File: config.mk
export PLATFORM = sky130hd
export DESIGN_NAME = gcs_top
export DESIGN_NICKNAME = d
export VERILOG_FILES = /design/src/gcs_pkg.sv /design/src/gcs_win_if.sv /design/src/gcs_mmd_window.sv /design/src/gcs_top.sv
export SDC_FILE = /design/constraint.sdc
export NUM_CORES = 1
export LEC_CHECK = 0
export BUFFER_PORTS_ARGS = -buffer_cell sky130_fd_sc_hd__buf_2
export CORE_MARGIN = 3
export CORE_UTILIZATION = 43
export DETAILED_ROUTE_END_ITERATION = 10
export GPL_TIMING_DRIVEN = 0
export MAX_ROUTING_LAYER = met4
export PLACE_DENSITY_LB_ADDON = 0.15
export SYNTH_ARGS = -nofsm -noshare
export SYNTH_HDL_FRONTEND = slang
export SYNTH_HIERARCHICAL = 1
export SYNTH_SLANG_ARGS = --single-unit
File: constraint.sdc
create_clock -name pclk -period 3 [get_ports pclk]
set_clock_uncertainty 0.15 [all_clocks]
set_input_delay 0.3 -clock pclk [delete_from_list [all_inputs] [get_ports pclk]]
set_output_delay 0.3 -clock pclk [all_outputs]
set_load 0.005 [all_outputs]
File: src/gcs_pkg.sv
package gcs_pkg;

   // ****************************************************************
   // Register map: word indices, byte address is four times the index.
   // ****************************************************************
   localparam int unsigned GCS_ADDR_W = 8;
   localparam logic [5:0] GCS_IDX_CTRL = 6'h09;
   localparam logic [5:0] GCS_IDX_STAT = 6'h0a;
   localparam logic [5:0] GCS_IDX_ACC = 6'h0d;
   localparam logic [5:0] GCS_IDX_DATA = 6'h0e;
   localparam logic [5:0] GCS_IDX_EXT = 6'h0f;
   localparam logic [5:0] GCS_IDX_IRQ_STAT = 6'h18;
   localparam logic [5:0] GCS_IDX_IRQ_MASK = 6'h19;

   // ****************************************************************
   // Field positions and reset values.
   // ****************************************************************
   localparam int unsigned CTRL_TEST_HI = 15;
   localparam int unsigned CTRL_TEST_LO = 13;
   localparam int unsigned CTRL_MAN_EN = 12;
   localparam int unsigned CTRL_MAN_VAL = 11;
   localparam int unsigned CTRL_PORT = 10;
   localparam int unsigned CTRL_FDX = 9;
   localparam int unsigned CTRL_HDX = 8;
   localparam logic [15:0] CTRL_RST = 16'h0700;
   localparam int unsigned STAT_FAULT = 15;
   localparam int unsigned STAT_RESOLVED = 14;
   localparam int unsigned STAT_LOCAL_RX = 13;
   localparam int unsigned STAT_REMOTE_RX = 12;
   localparam int unsigned STAT_LP_FDX = 11;
   localparam int unsigned STAT_LP_HDX = 10;
   localparam logic [7:0] IDLE_MAX = 8'hff;
   localparam logic [7:0] IDLE_NEAR_MAX = 8'hfe;
   localparam int unsigned ACC_FUNC_HI = 15;
   localparam int unsigned ACC_FUNC_LO = 14;
   localparam int unsigned ACC_DEV_HI = 4;
   localparam logic [15:0] ACC_RST = 16'h0000;
   localparam logic [15:0] EXT_VALUE = 16'h3000;

   // ****************************************************************
   // Interrupt status layout.
   // ****************************************************************
   localparam int unsigned IRQ_W = 3;
   localparam int unsigned IRQ_FAULT = 0;
   localparam int unsigned IRQ_IDLE_SAT = 1;
   localparam int unsigned IRQ_RX_LOSS = 2;

   // ****************************************************************
   // Enumerations.
   // ****************************************************************
   typedef enum logic [1:0] {
      FN_ADDR = 2'b00,
      FN_DATA = 2'b01,
      FN_INC_RW = 2'b10,
      FN_INC_WR = 2'b11
   } gcs_func_e;

   typedef enum logic [2:0] {
      TEST_NORMAL = 3'b000,
      TEST_WAVEFORM = 3'b001,
      TEST_JITTER_MASTER = 3'b010,
      TEST_JITTER_SLAVE = 3'b011,
      TEST_DISTORTION = 3'b100
   } gcs_test_e;

   typedef enum logic {
      WIN_IDLE = 1'b0,
      WIN_BUSY = 1'b1
   } gcs_win_state_e;

endpackage

File: src/gcs_win_if.sv
`timescale 1ns/10ps
interface gcs_win_if;
   import gcs_pkg::*;
   gcs_func_e func;
   logic [4:0] dev;
   logic start;
   logic wr;
   logic [15:0] wdata;
   logic addr_load;
   logic done;
   logic [15:0] rdata;
   logic [15:0] addr;

   modport regs (output func, dev, start, wr, wdata, addr_load, input done, rdata, addr);
   modport win (input func, dev, start, wr, wdata, addr_load, output done, rdata, addr);
endinterface

File: src/gcs_mmd_window.sv
`timescale 1ns/10ps
module gcs_mmd_window
   import gcs_pkg::*;
(
   input wire logic pclk,
   input wire logic presetn,
   gcs_win_if.win win,
   output logic mmd_req,
   output logic mmd_we,
   output logic [4:0] mmd_dev,
   output logic [15:0] mmd_addr,
   output logic [15:0] mmd_wdata,
   input wire logic [15:0] mmd_rdata,
   input wire logic mmd_ack
);

   gcs_win_state_e state_r;
   logic [15:0] addr_r;
   logic [15:0] rdata_r;
   logic done_r;
   logic bump;

   assign bump = (state_r == WIN_BUSY) && mmd_ack &&
      ((win.func == FN_INC_RW) || ((win.func == FN_INC_WR) && mmd_we));

   // ****************************************************************
   // Transfer sequencer.
   // ****************************************************************
   always_ff @(posedge pclk or negedge presetn) begin
      if (!presetn) begin
         state_r <= WIN_IDLE;
         mmd_req <= 1'b0;
         mmd_we <= 1'b0;
         mmd_dev <= 5'h00;
         mmd_wdata <= 16'h0000;
         rdata_r <= 16'h0000;
         done_r <= 1'b0;
      end else begin
         done_r <= 1'b0;
         case (state_r)
            WIN_IDLE: begin
               if (win.start) begin
                  state_r <= WIN_BUSY;
                  mmd_req <= 1'b1;
                  mmd_we <= win.wr;
                  mmd_dev <= win.dev;
                  mmd_wdata <= win.wdata;
               end
            end
            WIN_BUSY: begin
               if (mmd_ack) begin
                  state_r <= WIN_IDLE;
                  mmd_req <= 1'b0;
                  rdata_r <= mmd_rdata;
                  done_r <= 1'b1;
               end
            end
            default: begin
               state_r <= WIN_IDLE;
               mmd_req <= 1'b0;
            end
         endcase
      end
   end

   // ****************************************************************
   // Register address within the selected device.
   // ****************************************************************
   always_ff @(posedge pclk or negedge presetn) begin
      if (!presetn) begin
         addr_r <= 16'h0000;
      end else if (win.addr_load) begin
         addr_r <= win.wdata;
      end else if (bump) begin
         addr_r <= addr_r + 16'h0001;
      end
   end

   assign mmd_addr = addr_r;
   assign win.addr = addr_r;
   assign win.rdata = rdata_r;
   assign win.done = done_r;
endmodule // gcs_mmd_window

File: src/gcs_top.sv
`timescale 1ns/10ps
module gcs_top
   import gcs_pkg::*;
(
   input wire logic pclk,
   input wire logic presetn,
   input wire logic psel,
   input wire logic penable,
   input wire logic pwrite,
   input wire logic [GCS_ADDR_W-1:0] paddr,
   input wire logic [31:0] pwdata,
   output logic [31:0] prdata,
   output logic pready,
   output logic pslverr,
   output logic irq,
   input wire logic ms_fault_in,
   input wire logic ms_resolved_master,
   input wire logic local_rx_ok,
   input wire logic remote_rx_ok,
   input wire logic link_partner_full_duplex,
   input wire logic link_partner_half_duplex,
   input wire logic idle_error,
   output logic [2:0] tx_test_mode,
   output logic ms_manual_en,
   output logic ms_force_master,
   output logic port_multi,
   output logic adv_full_duplex,
   output logic adv_half_duplex,
   output logic mmd_req,
   output logic mmd_we,
   output logic [4:0] mmd_dev,
   output logic [15:0] mmd_addr,
   output logic [15:0] mmd_wdata,
   input wire logic [15:0] mmd_rdata,
   input wire logic mmd_ack
);

   // ****************************************************************
   // Address decode.
   // ****************************************************************
   function automatic logic hit(input logic [GCS_ADDR_W-1:0] a, input logic [5:0] idx);
      hit = (a[1:0] == 2'b00) && (a[GCS_ADDR_W-1:2] == idx);
   endfunction

   logic [31:0] prdata_r;
   logic pready_r;
   logic pslverr_r;
   logic irq_r;
   logic [15:0] ctrl_r;
   logic [15:0] acc_r;
   logic [2:0] test_r;
   logic force_master_r;
   logic fault_r;
   logic resolved_r, local_r, remote_r, lp_fdx_r, lp_hdx_r;
   logic [7:0] idle_cnt_r;
   logic [IRQ_W-1:0] irq_stat_r;
   logic [IRQ_W-1:0] irq_mask_r;
   logic [IRQ_W-1:0] irq_ev;
   logic mmd_busy_r;
   logic access;
   logic hit_ctrl, hit_stat, hit_acc, hit_data, hit_ext, hit_istat, hit_imask;
   logic mapped;
   logic mmd_data;
   logic go;
   logic respond;
   logic rd_take;
   logic wr_commit;
   logic stat_clr;
   logic [15:0] stat_word;
   logic [15:0] rd_mux;
   logic [2:0] test_field;

   gcs_win_if win_if ();

   assign access = psel && penable;
   assign hit_ctrl = hit(paddr, GCS_IDX_CTRL);
   assign hit_stat = hit(paddr, GCS_IDX_STAT);
   assign hit_acc = hit(paddr, GCS_IDX_ACC);
   assign hit_data = hit(paddr, GCS_IDX_DATA);
   assign hit_ext = hit(paddr, GCS_IDX_EXT);
   assign hit_istat = hit(paddr, GCS_IDX_IRQ_STAT);
   assign hit_imask = hit(paddr, GCS_IDX_IRQ_MASK);
   assign mapped = hit_ctrl | hit_stat | hit_acc | hit_data | hit_ext | hit_istat | hit_imask;

   // Data function goes to the window.
   assign mmd_data = hit_data && (win_if.func != FN_ADDR);
   assign go = !mmd_data || win_if.done;
   assign respond = access && !pready_r && go;
   assign rd_take = respond && !pwrite;
   assign wr_commit = access && pready_r && pwrite && !pslverr_r;
   assign stat_clr = rd_take && hit_stat;

   // ****************************************************************
   // APB response.
   // ****************************************************************
   always_ff @(posedge pclk or negedge presetn) begin
      if (!presetn) begin
         pready_r <= 1'b0;
         pslverr_r <= 1'b0;
         prdata_r <= 32'h0000_0000;
      end else begin
         pready_r <= respond;
         pslverr_r <= respond && !mapped;
         if (rd_take) begin
            prdata_r <= {16'h0000, rd_mux};
         end
      end
   end

   always_comb begin
      rd_mux = 16'h0000;
      if (hit_ctrl) begin
         rd_mux = ctrl_r;
      end else if (hit_stat) begin
         rd_mux = stat_word;
      end else if (hit_acc) begin
         rd_mux = acc_r;
      end else if (hit_data) begin
         rd_mux = (win_if.func == FN_ADDR) ? win_if.addr : win_if.rdata;
      end else if (hit_ext) begin
         rd_mux = EXT_VALUE;
      end else if (hit_istat) begin
         rd_mux = {{(16 - IRQ_W){1'b0}}, irq_stat_r};
      end else if (hit_imask) begin
         rd_mux = {{(16 - IRQ_W){1'b0}}, irq_mask_r};
      end
   end

   // ****************************************************************
   // Gigabit control register and its outputs.
   // ****************************************************************
   always_ff @(posedge pclk or negedge presetn) begin
      if (!presetn) begin
         ctrl_r <= CTRL_RST;
      end else if (wr_commit && hit_ctrl) begin
         ctrl_r <= pwdata[15:0];
      end
   end

   assign test_field = ctrl_r[CTRL_TEST_HI:CTRL_TEST_LO];

   always_ff @(posedge pclk or negedge presetn) begin
      if (!presetn) begin
         test_r <= TEST_NORMAL;
         force_master_r <= 1'b0;
      end else begin
         case (test_field)
            TEST_WAVEFORM: test_r <= TEST_WAVEFORM;
            TEST_JITTER_MASTER: test_r <= TEST_JITTER_MASTER;
            TEST_JITTER_SLAVE: test_r <= TEST_JITTER_SLAVE;
            TEST_DISTORTION: test_r <= TEST_DISTORTION;
            default: test_r <= TEST_NORMAL;
         endcase
         force_master_r <= ctrl_r[CTRL_MAN_EN] && ctrl_r[CTRL_MAN_VAL];
      end
   end

   assign tx_test_mode = test_r;
   assign ms_manual_en = ctrl_r[CTRL_MAN_EN];
   assign ms_force_master = force_master_r;
   assign port_multi = ctrl_r[CTRL_PORT];
   assign adv_full_duplex = ctrl_r[CTRL_FDX];
   assign adv_half_duplex = ctrl_r[CTRL_HDX];

   // ****************************************************************
   // Gigabit status register.
   // ****************************************************************
   always_ff @(posedge pclk or negedge presetn) begin
      if (!presetn) begin
         resolved_r <= 1'b1;
         local_r <= 1'b0;
         remote_r <= 1'b0;
         lp_fdx_r <= 1'b0;
         lp_hdx_r <= 1'b0;
      end else begin
         resolved_r <= ms_resolved_master;
         local_r <= local_rx_ok;
         remote_r <= remote_rx_ok;
         lp_fdx_r <= link_partner_full_duplex;
         lp_hdx_r <= link_partner_half_duplex;
      end
   end

   always_ff @(posedge pclk or negedge presetn) begin
      if (!presetn) begin
         fault_r <= 1'b0;
      end else begin
         fault_r <= ms_fault_in || (fault_r && !stat_clr);
      end
   end

   always_ff @(posedge pclk or negedge presetn) begin
      if (!presetn) begin
         idle_cnt_r <= 8'h00;
      end else if (stat_clr) begin
         // Clear on read keeps new error.
         idle_cnt_r <= idle_error ? 8'h01 : 8'h00;
      end else if (idle_error && (idle_cnt_r != IDLE_MAX)) begin
         idle_cnt_r <= idle_cnt_r + 8'h01;
      end
   end

   assign stat_word = {fault_r, resolved_r, local_r, remote_r, lp_fdx_r, lp_hdx_r, 2'b00,
      idle_cnt_r};

   // ****************************************************************
   // Indirect access control and window hookup.
   // ****************************************************************
   always_ff @(posedge pclk or negedge presetn) begin
      if (!presetn) begin
         acc_r <= ACC_RST;
      end else if (wr_commit && hit_acc) begin
         // Device select and reserved bits stored.
         acc_r <= pwdata[15:0];
      end
   end

   always_ff @(posedge pclk or negedge presetn) begin
      if (!presetn) begin
         mmd_busy_r <= 1'b0;
      end else if (win_if.done) begin
         mmd_busy_r <= 1'b0;
      end else if (win_if.start) begin
         mmd_busy_r <= 1'b1;
      end
   end

   assign win_if.func = gcs_func_e'(acc_r[ACC_FUNC_HI:ACC_FUNC_LO]);
   assign win_if.dev = acc_r[ACC_DEV_HI:0];
   assign win_if.start = access && !pready_r && mmd_data && !mmd_busy_r && !win_if.done;
   assign win_if.wr = pwrite;
   assign win_if.wdata = pwdata[15:0];
   assign win_if.addr_load = wr_commit && hit_data && (win_if.func == FN_ADDR);

   gcs_mmd_window u_window (
      .pclk(pclk),
      .presetn(presetn),
      .win(win_if.win),
      .mmd_req(mmd_req),
      .mmd_we(mmd_we),
      .mmd_dev(mmd_dev),
      .mmd_addr(mmd_addr),
      .mmd_wdata(mmd_wdata),
      .mmd_rdata(mmd_rdata),
      .mmd_ack(mmd_ack)
   );

   // ****************************************************************
   // Interrupts.
   // ****************************************************************
   assign irq_ev[IRQ_FAULT] = ms_fault_in;
   assign irq_ev[IRQ_IDLE_SAT] = idle_error && !stat_clr && (idle_cnt_r == IDLE_NEAR_MAX);
   assign irq_ev[IRQ_RX_LOSS] = local_r && !local_rx_ok;

   genvar gi;
   generate
      for (gi = 0; gi < IRQ_W; gi++) begin : g_irq
         always_ff @(posedge pclk or negedge presetn) begin
            if (!presetn) begin
               irq_stat_r[gi] <= 1'b0;
            end else begin
               irq_stat_r[gi] <= irq_ev[gi] ||
                  (irq_stat_r[gi] && !(wr_commit && hit_istat && pwdata[gi]));
            end
         end
      end
   endgenerate

   always_ff @(posedge pclk or negedge presetn) begin
      if (!presetn) begin
         irq_mask_r <= '0;
         irq_r <= 1'b0;
      end else begin
         if (wr_commit && hit_imask) begin
            irq_mask_r <= pwdata[IRQ_W-1:0];
         end
         irq_r <= |(irq_stat_r & irq_mask_r);
      end
   end

   assign prdata = prdata_r;
   assign pready = pready_r;
   assign pslverr = pslverr_r;
   assign irq = irq_r;
endmodule // gcs_top

==> reports/qor.json, run 1 <==
{
  "yosys": {
    "compound_gate_portion_of_the_synthesized_area_pct": 13.3,
    "synth.yosys.seq_area_share_pct": 52.0,
    "syn_inst": 568,
    "synthFlopType": "dfrtp_1",
    "netlist_area_pre_place_mm2": 0.00640,
    "syn-mean-instance-area_um2": 11.3,
    "synth.mux.area_fraction_pct": 14.4,
    "synth_top_family_by_area": "multiplexers",
    "synthDistinctLibCells": 63,
    "yosys.area_share.simple_pct": 12.1,
    "ys_warn_count": 6,
    "synth-edff-count": 0,
    "synth_async_sr_flop_share_pct": 100,
    "post_synth_xor_area_fraction_pct": 1.23,
    "yosys_register_bits": 133,
    "synth-adder-area-share_pct": 0.586
  },
  "setup_path": {
    "r2r_start": "acc_r[15]",
    "worstPathRequired_ps": 3150,
    "setup.worst_path.end": "u_window/mmd_dev[2]",
    "crit_path_start_kind": "flip-flop",
    "worstSetupEndpointType": "flip-flop",
    "ff2ff_path_depth": 6,
    "setup.reg_to_reg.worst_slack_ps": 240,
    "timing.rr.end": "u_window/mmd_dev[2]",
    "worst_ep_arrival_time_ps": 2920,
    "cp_max_fo": 11,
    "worst-setup-path-type": "flip-flop to flip-flop",
    "startpoint": "acc_r[15]"
  },
  "clock_network": {
    "cts_tree": "done",
    "cts-root-to-sink-buffers": 2,
    "cts_root_buffer": "clkbuf_16",
    "clock-sinks": 133,
    "cts_setup_buffers": 0,
    "worst_skew_pair.late_latency_ps": 420,
    "clk_pin_slew_worst_paths_ps": 60,
    "cts_made_buffers": 17,
    "h_tree_levels": 4
  },
  "floorplan": {
    "rows": 43,
    "initial_utilization_pct": 45.1,
    "die_height_um": 128,
    "i_o_pins": 151,
    "die_width_um": 128,
    "placeableCoreArea_mm2": 0.0142,
    "dieArea_mm2": 0.0164
  },
  "timing": {
    "slew-limit-headroom_pct": 25.8,
    "fin_tns_setup_ps": 0,
    "tightestPinTransition_ps": 1100,
    "min_period_over_period_pct": 92.1,
    "post-route-min-period_ps": 2760,
    "drv_slew": 0,
    "report.final.setup_viol": 0,
    "rsz0062_at_grt": "false",
    "final_number_of_hold_violating_endpoints": 0,
    "max_clock_freq_ghz": 0.362
  },
  "global_route": {
    "globalRouteTotalUtil_pct": 23.5,
    "number_of_global_route_vias_before_repair": 5179,
    "grt_first_pass_wirelength_um": 28500,
    "initial_antenna_violation_count": 0,
    "grt_start_max_net_pins": 95,
    "global_route.overflow_total": 0
  },
  "flow_run": {
    "maxCapViolations": 0
  },
  "cells_and_area": {
    "flow.area_growth_from_synthesis_pct": 28.3,
    "final_layout_size_suffix_gt1_share_pct": 37.1,
    "layoutNonFillerInstCount": 943,
    "final_area_mm2": 0.00822,
    "most_common_cell_after_layout_fill_and_taps_aside": "dfrtp_1",
    "final_net_count": 822,
    "post-route-util_pct": 57.8,
    "layout_common_cells": "dfrtp_1, buf_2, mux2_2",
    "antenna_cells": 0
  },
  "detailed_routing": {
    "route.detailed.wl_per_inst_um": 19.4,
    "detail_route.vias_per_cell": 5.50,
    "detail_route.first_pass.iterations": 5,
    "num_vias": 5185,
    "drt-initial-drc-count": 359,
    "drc": 0,
    "drtAntennaViolNets": 0,
    "route.final.wire_length_um": 18300
  },
  "pwr": {
    "power_report.internal_total_mw": 3.36,
    "share_comb_of_total_power_pct": 8.6,
    "power_frac_seq_pct": 44.7,
    "power.density_mw_per_mm2": 542,
    "switchingPower_mw": 1.09,
    "p_sw_share_pct": 24.6,
    "clk_network_pwr_share_pct": 46.7,
    "ir_drop_mv": 0.384,
    "power_leakage_nw": 4.13
  },
  "run_status": {
    "outcome": "finished clean"
  },
  "worst_hold_path": {
    "hold_class": "input pin to flip-flop"
  },
  "placed_design": {
    "sum_of_net_half_perimeters_after_detailed_placement_um": 13200,
    "placedCellCount": 881,
    "port_buffers": 117,
    "post_dp_cell_area_mm2": 0.00731,
    "gp_congestion": 0.884
  }
}
## repair_timing
item / CTS / global route
gates resized for setup: 3 / 3
endpoints found under the setup margin: 22 / 20
hold buffers: 30 / 0
hold endpoints to repair: 70 / 0
## registers in the layout, summed over array words and instances, names as in the netlist, 5 cells and up
register	flops
acc_r	16
u_window/mmd_addr	16
prdata	16
ctrl_r	16
u_window/mmd_wdata	16
u_window/win.rdata	16
u_window/mmd_dev	5
idle_cnt_r	8
## stage by stage
stage	hold slack [ps]	total power, mW	worst slack [ps]
after global routing	33.9	4.64	46.1
after floorplan	-146	2.18	436
after global placement	258	2.35	-438
after detailed placement	91.2	2.37	-501
after CTS	10.9	4.49	90.2
final	23.4	4.45	236
## power groups by stage
stage / logic [mW] / registers [mW] / clock network [mW]
after floorplan: 0.198 / 1.98 / 0
after global placement: 0.335 / 2.01 / 0
after detailed placement: 0.352 / 2.02 / 0
after CTS: 0.387 / 1.99 / 2.11
after global routing: 0.436 / 2.00 / 2.20
final: 0.384 / 1.99 / 2.08
## layout make-up
class	instances	area (um2)
Fill cell	1234	5990
Clock buffer	21	470
Timing Repair Buffer	148	920
Buffer	58	362
Sequential cell	133	3330
Multi-Input combinational cell	382	2740
Clock inverter	11	125
Inverter	10	37.5
Tap cell	180	225
## worst min-delay path by stage
| stage | from | depth (start not counted) | end |
|---|---|---|---|
| floorplan | presetn | 0 | acc_r[0] |
| global placement | ms_resolved_master | 1 | resolved_r |
| detailed placement | presetn | 1 | u_window/mmd_req |
| CTS | pwdata[3] | 3 | u_window/mmd_addr[3] |
| global route | pwdata[8] | 2 | acc_r[8] |
| finish | pwdata[3] | 3 | u_window/mmd_addr[3] |
## routing by layer
metal	GRT usage [%]	part of all wire [%]
met3	5.33	7.2
met1	31.7	45
met5	-	0
met4	6.80	1.7
met2	35.9	46
## cells in the mapped netlist (3+ instances only)
library cell  number  area [um2]
ha_1               3        37.5
nor2_1            27         101
o22ai_1            9        56.3
and2_1             3        18.8
o32ai_1            3        26.3
mux2i_1            8        80.1
o21a_1             3        22.5
a22o_1            10        87.6
a21oi_1           31         155
dfstp_2            4         105
a21o_1             3        22.5
a211o_1            8        70.1
inv_1              9        33.8
a211oi_1           3        22.5
o31ai_1            6        45.0
nand4_1            6        37.5
nor3_1             8        40.0
nor2b_1            5        31.3
nor4_1             3        18.8
buf_4             33         248
o21ai_0           22         110
nand3_1           14        70.1
o221ai_1           3        26.3
mux2_2            74         833
buf_2              8        40.0
or4_1              7        52.6
a22oi_1            7        52.6
xnor2_1            3        26.3
dfrtp_1          129        3230
or3_1              5        31.3
a31oi_1            8        50.1
xor2_1             6        52.6
clkbuf_1          16        60.1
nand2_1           47         176
## critical path, cell delays in order, from the launching register on
cell	delay (ps)
dfrtp_1	500
nor2_2	470
nor4_1	160
and3b_1	200
nand2_1	330
clkbuf_2	430
mux2_2	390
## kinds of logic (layout without fill, tap and decap cells)
kind of cell	after synthesis	after routing
DFF	133	133
other	1	16
buffers and inverters	68	248
and+or+nand+nor	145	145
xor gates and xnor gates	9	9
AOI/OAI and AO/OA	126	126
muxes	83	83
adders and majority gates	3	3
(Power assumes the default switching activity.)
==> run 2, diff against run 1 <==
==> constraint.sdc (replaced) <==
create_clock -name pclk -period 3 [get_ports pclk]
set_clock_uncertainty 0.15 [all_clocks]
set_input_delay 0.15 -clock pclk [delete_from_list [all_inputs] [get_ports pclk]]
set_output_delay 0.15 -clock pclk [all_outputs]
set_load 0.005 [all_outputs]
==> run 2 against run 1 <==
Against the previous run:
- global-route usage up 0.12 points
- sequential share of layout area down 0.73 points
- clock power about the same
- worst hold slack better by 23 ps
- power up 0.30%
- clock-buffer cell count unchanged
- sequential cell count unchanged
- cell area up 1.8%
- maximum frequency up 0.25%
- utilization up 1.1 points
==> reports/qor.json, run 2 (synthesis gave the netlist of run 1 again) <==
{
  "run_status": {
    "outcome": "finished clean"
  },
  "timing": {
    "max_clock_freq_ghz": 0.363,
    "fin_tns_setup_ps": 0,
    "min_period_over_period_pct": 91.9,
    "setup_ws_ps": 243,
    "post-route-min-period_ps": 2760,
    "drv_slew": 0,
    "rsz0062_at_grt": "false",
    "report.final.setup_viol": 0,
    "final_number_of_hold_violating_endpoints": 0,
    "tightestPinTransition_ps": 1040,
    "slew-limit-headroom_pct": 29.6,
    "whs_ps": 46.0
  },
  "cells_and_area": {
    "flow.area_growth_from_synthesis_pct": 30.6,
    "layout_common_cells": "dfrtp_1, buf_2, mux2_2",
    "most_common_cell_after_layout_fill_and_taps_aside": "dfrtp_1",
    "final_layout_size_suffix_gt1_share_pct": 36.4,
    "final_area_mm2": 0.00837,
    "post-route-util_pct": 58.9,
    "final_net_count": 837,
    "antenna_cells": 0,
    "layoutNonFillerInstCount": 958
  },
  "clock_network": {
    "cts_setup_buffers": 0,
    "worst_skew_pair.late_latency_ps": 420,
    "clk_pin_slew_worst_paths_ps": 60,
    "cts_made_buffers": 17,
    "cts_root_buffer": "clkbuf_16",
    "h_tree_levels": 4,
    "cts_tree": "done",
    "clock-sinks": 133,
    "cts-root-to-sink-buffers": 2
  },
  "pwr": {
    "ir_drop_mv": 0.387,
    "power_leakage_nw": 4.19,
    "power.density_mw_per_mm2": 534,
    "power_mw": 4.46
  },
  "global_route": {
    "globalRouteTotalUtil_pct": 23.6,
    "number_of_global_route_vias_before_repair": 5227,
    "initial_antenna_violation_count": 0,
    "global_route.overflow_total": 0,
    "grt_start_max_net_pins": 95,
    "grt_first_pass_wirelength_um": 28700
  },
  "placed_design": {
    "pre_cts_ws_ps": -351,
    "post_dp_cell_area_mm2": 0.00731,
    "sum_of_net_half_perimeters_after_detailed_placement_um": 13200,
    "placedCellCount": 881,
    "port_buffers": 117,
    "gp_congestion": 0.884
  },
  "setup_path": {
    "worstPathCellList": "nor2_2 > nor4_1 > and3b_1 > nand2_1 > clkbuf_2 > mux2_2",
    "worstPathRequired_ps": 3150,
    "startpoint": "acc_r[15]",
    "worst_ep_arrival_time_ps": 2910,
    "r2r_start": "acc_r[15]",
    "critical-path-max-stage-delay_ps": 500,
    "cp_max_fo": 11,
    "worstSetupEndpointType": "flip-flop",
    "ff2ff_path_depth": 6,
    "worst-setup-path-type": "flip-flop to flip-flop",
    "critPathSlowestCell": "dfrtp_1",
    "crit_path_start_kind": "flip-flop"
  },
  "detailed_routing": {
    "drt-initial-drc-count": 410,
    "drc": 0,
    "detail_route.first_pass.iterations": 5,
    "drtAntennaViolNets": 0,
    "num_vias": 5278,
    "route.detailed.wl_per_inst_um": 19.2,
    "detail_route.vias_per_cell": 5.51,
    "route.final.wire_length_um": 18400
  },
  "worst_hold_path": {
    "hold_class": "input pin to flip-flop",
    "min_from": "paddr[6]",
    "min_path_cells": 3
  },
  "floorplan": {
    "initial_utilization_pct": 45.1,
    "rows": 43,
    "i_o_pins": 151,
    "placeableCoreArea_mm2": 0.0142,
    "die_width_um": 128,
    "dieArea_mm2": 0.0164,
    "die_height_um": 128
  },
  "flow_run": {
    "maxCapViolations": 0
  }
}
## run 2: cell types whose count changed in the layout (fill, tap and decap cells not counted), sizes merged
cell | previous run | this run
dlygate4sd3 | 30 | 45
## run 2: worst paths after layout
kind / end / slack (ps)
worst max-delay path: u_window/mmd_dev[2] / 240
worst min-delay path: pslverr / 50
worst max register to register: u_window/mmd_dev[2] / 240
worst min register to register: prdata[9] / 340
max in group asynchronous: resolved_r / 1850
min in group asynchronous: u_window/win.rdata[3] / 60
## run 2: critical path, delay by kind of cell (launching register included)
kind / cells / cell delay [ps]
buffers and inverters: 1 / 430
AND/OR/NAND/NOR: 4 / 1160
flip-flops: 1 / 500
multiplexers: 1 / 390
## run 2: per-layer routing
metal / share of wire [%] / wire length (um) / global-route usage [%]
met1: 44 / 8130 / 31.8
met2: 47 / 8570 / 36.1
met3: 7.5 / 1390 / 5.33
met4: 1.6 / 303 / 6.80
met5: 0 / 0 / -
## run 2: report_power, final
part	internal (mW)	leakage [nW]	total (mW)	switching, mW
clock network	1.29	0.289	2.08	0.790
logic	0.197	2.13	0.397	0.200
registers	1.88	1.78	1.99	0.105
total	3.37	4.19	4.46	1.10
## run 2: cell type report
class	count	area [um2]
clock buffer	21	470
timing repair buffer	163	1070
buffer	58	362
multi-input combinational	382	2740
sequential	133	3330
tap	180	225
fill	1220	5840
inverter	10	37.5
clock inverter	11	125
## run 2: repair_timing
action / CTS / global route
hold buffers: 45 / 0
hold endpoints to repair: 226 / 0
endpoints found under the setup margin: 20 / 20
pin swaps: 0 / 0
resized for setup: 2 / 4
==> run 3, diff against run 2 <==
--- a/config.mk
+++ b/config.mk
@@ -5,6 +5,7 @@
 export SDC_FILE = /design/constraint.sdc
 export NUM_CORES = 1
 export LEC_CHECK = 0
+export ABC_AREA = 1
 export BUFFER_PORTS_ARGS = -buffer_cell sky130_fd_sc_hd__buf_2
 export CORE_MARGIN = 3
 export CORE_UTILIZATION = 43
==> run 3 against run 2 <==
Against the previous run:
- worst hold slack better by 43 ps
- utilization down 1.9 points
- critical path depth up 1
- clock power about the same
- largest cell class unchanged
==> reports/qor.json, run 3 <==
{
  "floorplan": {
    "die_height_um": 134,
    "initial_utilization_pct": 44.2,
    "dieArea_mm2": 0.0180,
    "rows": 46,
    "i_o_pins": 151,
    "placeableCoreArea_mm2": 0.0159,
    "die_width_um": 134
  },
  "yosys": {
    "yosys-top-cells-area": "dfrtp_1, nand2_1, inv_1",
    "synth.yosys.seq_area_share_pct": 47.3,
    "synthDistinctLibCells": 44,
    "commonest_cells_in_the_netlist": "nand2_1, dfrtp_1, inv_1, nand3_1, nor2_1",
    "yosys_register_bits": 133,
    "syn-mean-instance-area_um2": 8.23,
    "synth.most_common_cell": "nand2_1",
    "ys_warn_count": 6,
    "synthFlopType": "dfrtp_1",
    "synth.largest_area_cell": "dfrtp_1",
    "netlist_area_pre_place_mm2": 0.00705,
    "synth-edff-count": 0,
    "synthDominantCellAreaShare_pct": 45.8,
    "synth_async_sr_flop_share_pct": 100,
    "syn_inst": 857
  },
  "cells_and_area": {
    "post-route-util_pct": 57.0,
    "multi_input_comb_area_mm2": 0.00299,
    "layout_common_cells": "nand2_1, dfrtp_1, buf_2",
    "final_net_count": 1131,
    "flow.area_growth_from_synthesis_pct": 28.8,
    "antenna_cells": 0,
    "final_layout_size_suffix_gt1_share_pct": 25.8,
    "layout.filler_cells": 1517,
    "sequential_area_mm2": 0.00333,
    "most_common_cell_after_layout_fill_and_taps_aside": "nand2_1"
  },
  "timing": {
    "tightestPinTransition_ps": 677,
    "drv_slew": 0,
    "max_clock_freq_ghz": 0.405,
    "rsz0062_at_grt": "false",
    "post-route-min-period_ps": 2470,
    "min_period_over_period_pct": 82.3,
    "slew-limit-headroom_pct": 54.6,
    "fin_tns_setup_ps": 0,
    "final_number_of_hold_violating_endpoints": 0,
    "report.final.setup_viol": 0
  },
  "setup_path": {
    "worstPathCellList": "nor2_2 > buf_2 > and3_1 > buf_4 > clkbuf_1 > nand2_1 > nand3_1",
    "ff2ff_path_depth": 7,
    "setup.reg_to_reg.worst_slack_ps": 530,
    "worst_ep_arrival_time_ps": 2680,
    "worstSetupEndpointType": "flip-flop",
    "worstPathRequired_ps": 3210,
    "timing.rr.end": "u_window/mmd_addr[4]",
    "path_delay_family": "buffers and inverters",
    "worst-setup-path-type": "flip-flop to flip-flop",
    "critical-path-max-stage-delay_ps": 460,
    "crit_path_start_kind": "flip-flop",
    "critPathSlowestCell": "dfrtp_1",
    "r2r_start": "acc_r[15]",
    "cp_max_fo": 10,
    "timing.critical_path.buf_inv": 3
  },
  "worst_hold_path": {
    "hold_class": "input pin to asynchronous set/reset pin"
  },
  "placed_design": {
    "sum_of_net_half_perimeters_after_detailed_placement_um": 14600,
    "gp_congestion": 0.907,
    "port_buffers": 118
  },
  "clock_network": {
    "cts-root-to-sink-buffers": 2,
    "cts_root_buffer": "clkbuf_16",
    "cts-resized-gates": 0,
    "clock-sinks": 133,
    "worst_skew_pair.late_latency_ps": 430,
    "cts_tree": "done",
    "cts_made_buffers": 17,
    "clk_pin_slew_worst_paths_ps": 60,
    "cts_setup_buffers": 0,
    "h_tree_levels": 4
  },
  "run_status": {
    "outcome": "finished clean"
  },
  "flow_run": {
    "maxCapViolations": 0
  },
  "detailed_routing": {
    "detail_route.first_pass.iterations": 5,
    "detail_route.vias_per_cell": 4.84,
    "drc": 0,
    "route.detailed.wl_per_inst_um": 15.9,
    "drtAntennaViolNets": 0,
    "drt-initial-drc-count": 359,
    "route.final.wire_length_um": 20500,
    "num_vias": 6223
  },
  "pwr": {
    "power_frac_seq_pct": 43.4,
    "p_sw_share_pct": 26.1,
    "clk_network_pwr_share_pct": 45.8,
    "power_leakage_nw": 4.96,
    "power_report.internal_total_mw": 3.39,
    "power.density_mw_per_mm2": 505,
    "switchingPower_mw": 1.20,
    "ir_drop_mv": 0.380,
    "share_comb_of_total_power_pct": 10.8
  },
  "global_route": {
    "global_route.overflow_total": 0,
    "grt_start_max_net_pins": 86,
    "globalRouteTotalUtil_pct": 24.4,
    "initial_antenna_violation_count": 0,
    "number_of_global_route_vias_before_repair": 6082,
    "grt_first_pass_wirelength_um": 32900
  }
}
-- run 3: worst register-to-register path, cell delays in order, from the launching register on --
cell and delay (ps):
dfrtp_1 460, nor2_2 360, buf_2 280, and3_1 210
buf_4 220, clkbuf_1 420, nand2_1 180, nand3_1 120
-- run 3: cell families (layout without fill, tap and decap cells) --
logic type	count (synthesis)	after routing	synth area share, %
AO/OA/AOI/OAI	72	72	6.49
other	1	16	0.0532
AND/OR/NAND/NOR	470	470	30.2
multiplexers	22	22	3.51
flip-flops	133	133	47.3
adder cells (fa/ha/maj)	3	3	0.532
buffers and inverters	149	348	11.1
XOR/XNOR	7	7	0.869
-- run 3: cell type report --
cell class / count / share of cell area (%)
Multi-Input combinational cell: 590 / 32.9
Sequential cell: 133 / 36.7
Clock inverter: 10 / 1.35
Clock buffer: 21 / 5.18
Buffer: 58 / 4.80
Tap cell: 216 / 2.97
Inverter: 91 / 3.81
Timing Repair Buffer: 168 / 12.3
-- run 3: worst max path at each step --
stage	start	to	slack [ps]	depth (start not counted)
6_report	acc_r[15]	u_window/mmd_addr[4]	530	7
3_5_place_dp	acc_r[15]	u_window/mmd_addr[6]	570	7
3_3_place_gp	presetn	u_window/mmd_wdata[6]	-330	1
4_1_cts	acc_r[15]	u_window/mmd_addr[6]	550	7
5_1_grt	acc_r[15]	u_window/mmd_addr[10]	430	9
2_1_floorplan	acc_r[15]	u_window/mmd_addr[10]	1070	9
-- run 3: power groups by stage --
| stage | logic [mW] | registers, mW | clock network (mW) |
|---|---|---|---|
| floorplan | 0.269 | 1.99 | 0 |
| global placement | 0.426 | 2.02 | 0 |
| detailed placement | 0.439 | 2.02 | 0 |
| CTS | 0.497 | 1.99 | 2.14 |
| global route | 0.566 | 2.00 | 2.21 |
| finish | 0.497 | 1.99 | 2.10 |
-- run 3: layer usage --
| layer | global-route usage [%] | vias up | routed length (um) |
|---|---|---|---|
| li1 | - | 3086 | - |
| met1 | 33.9 | 2932 | 9580 |
| met2 | 37.3 | 176 | 9580 |
| met3 | 3.56 | 29 | 917 |
| met4 | 7.92 | 0 | 384 |
| met5 | - | - | 0 |
-- run 3: stage by stage --
stage	cells	worst slack [ps]	total power [mW]	cell area, um2	hold WS [ps]
3_3_place_gp	1206	-327	2.45	7970	108
2_1_floorplan	872	1070	2.26	7110	-296
3_5_place_dp	1207	569	2.46	8010	-18.7
4_1_cts	1287	549	4.62	9090	64.2
6_report	1287	531	4.59	9090	89.0
5_1_grt	1287	428	4.78	9090	114
-- run 3: what timing repair did --
| item | 4_1_cts | 5_1_grt |
|---|---|---|
| endpoints found under the hold margin | 138 | 0 |
| hold buffers | 49 | 0 |
| endpoints found under the setup margin | 0 | 0 |
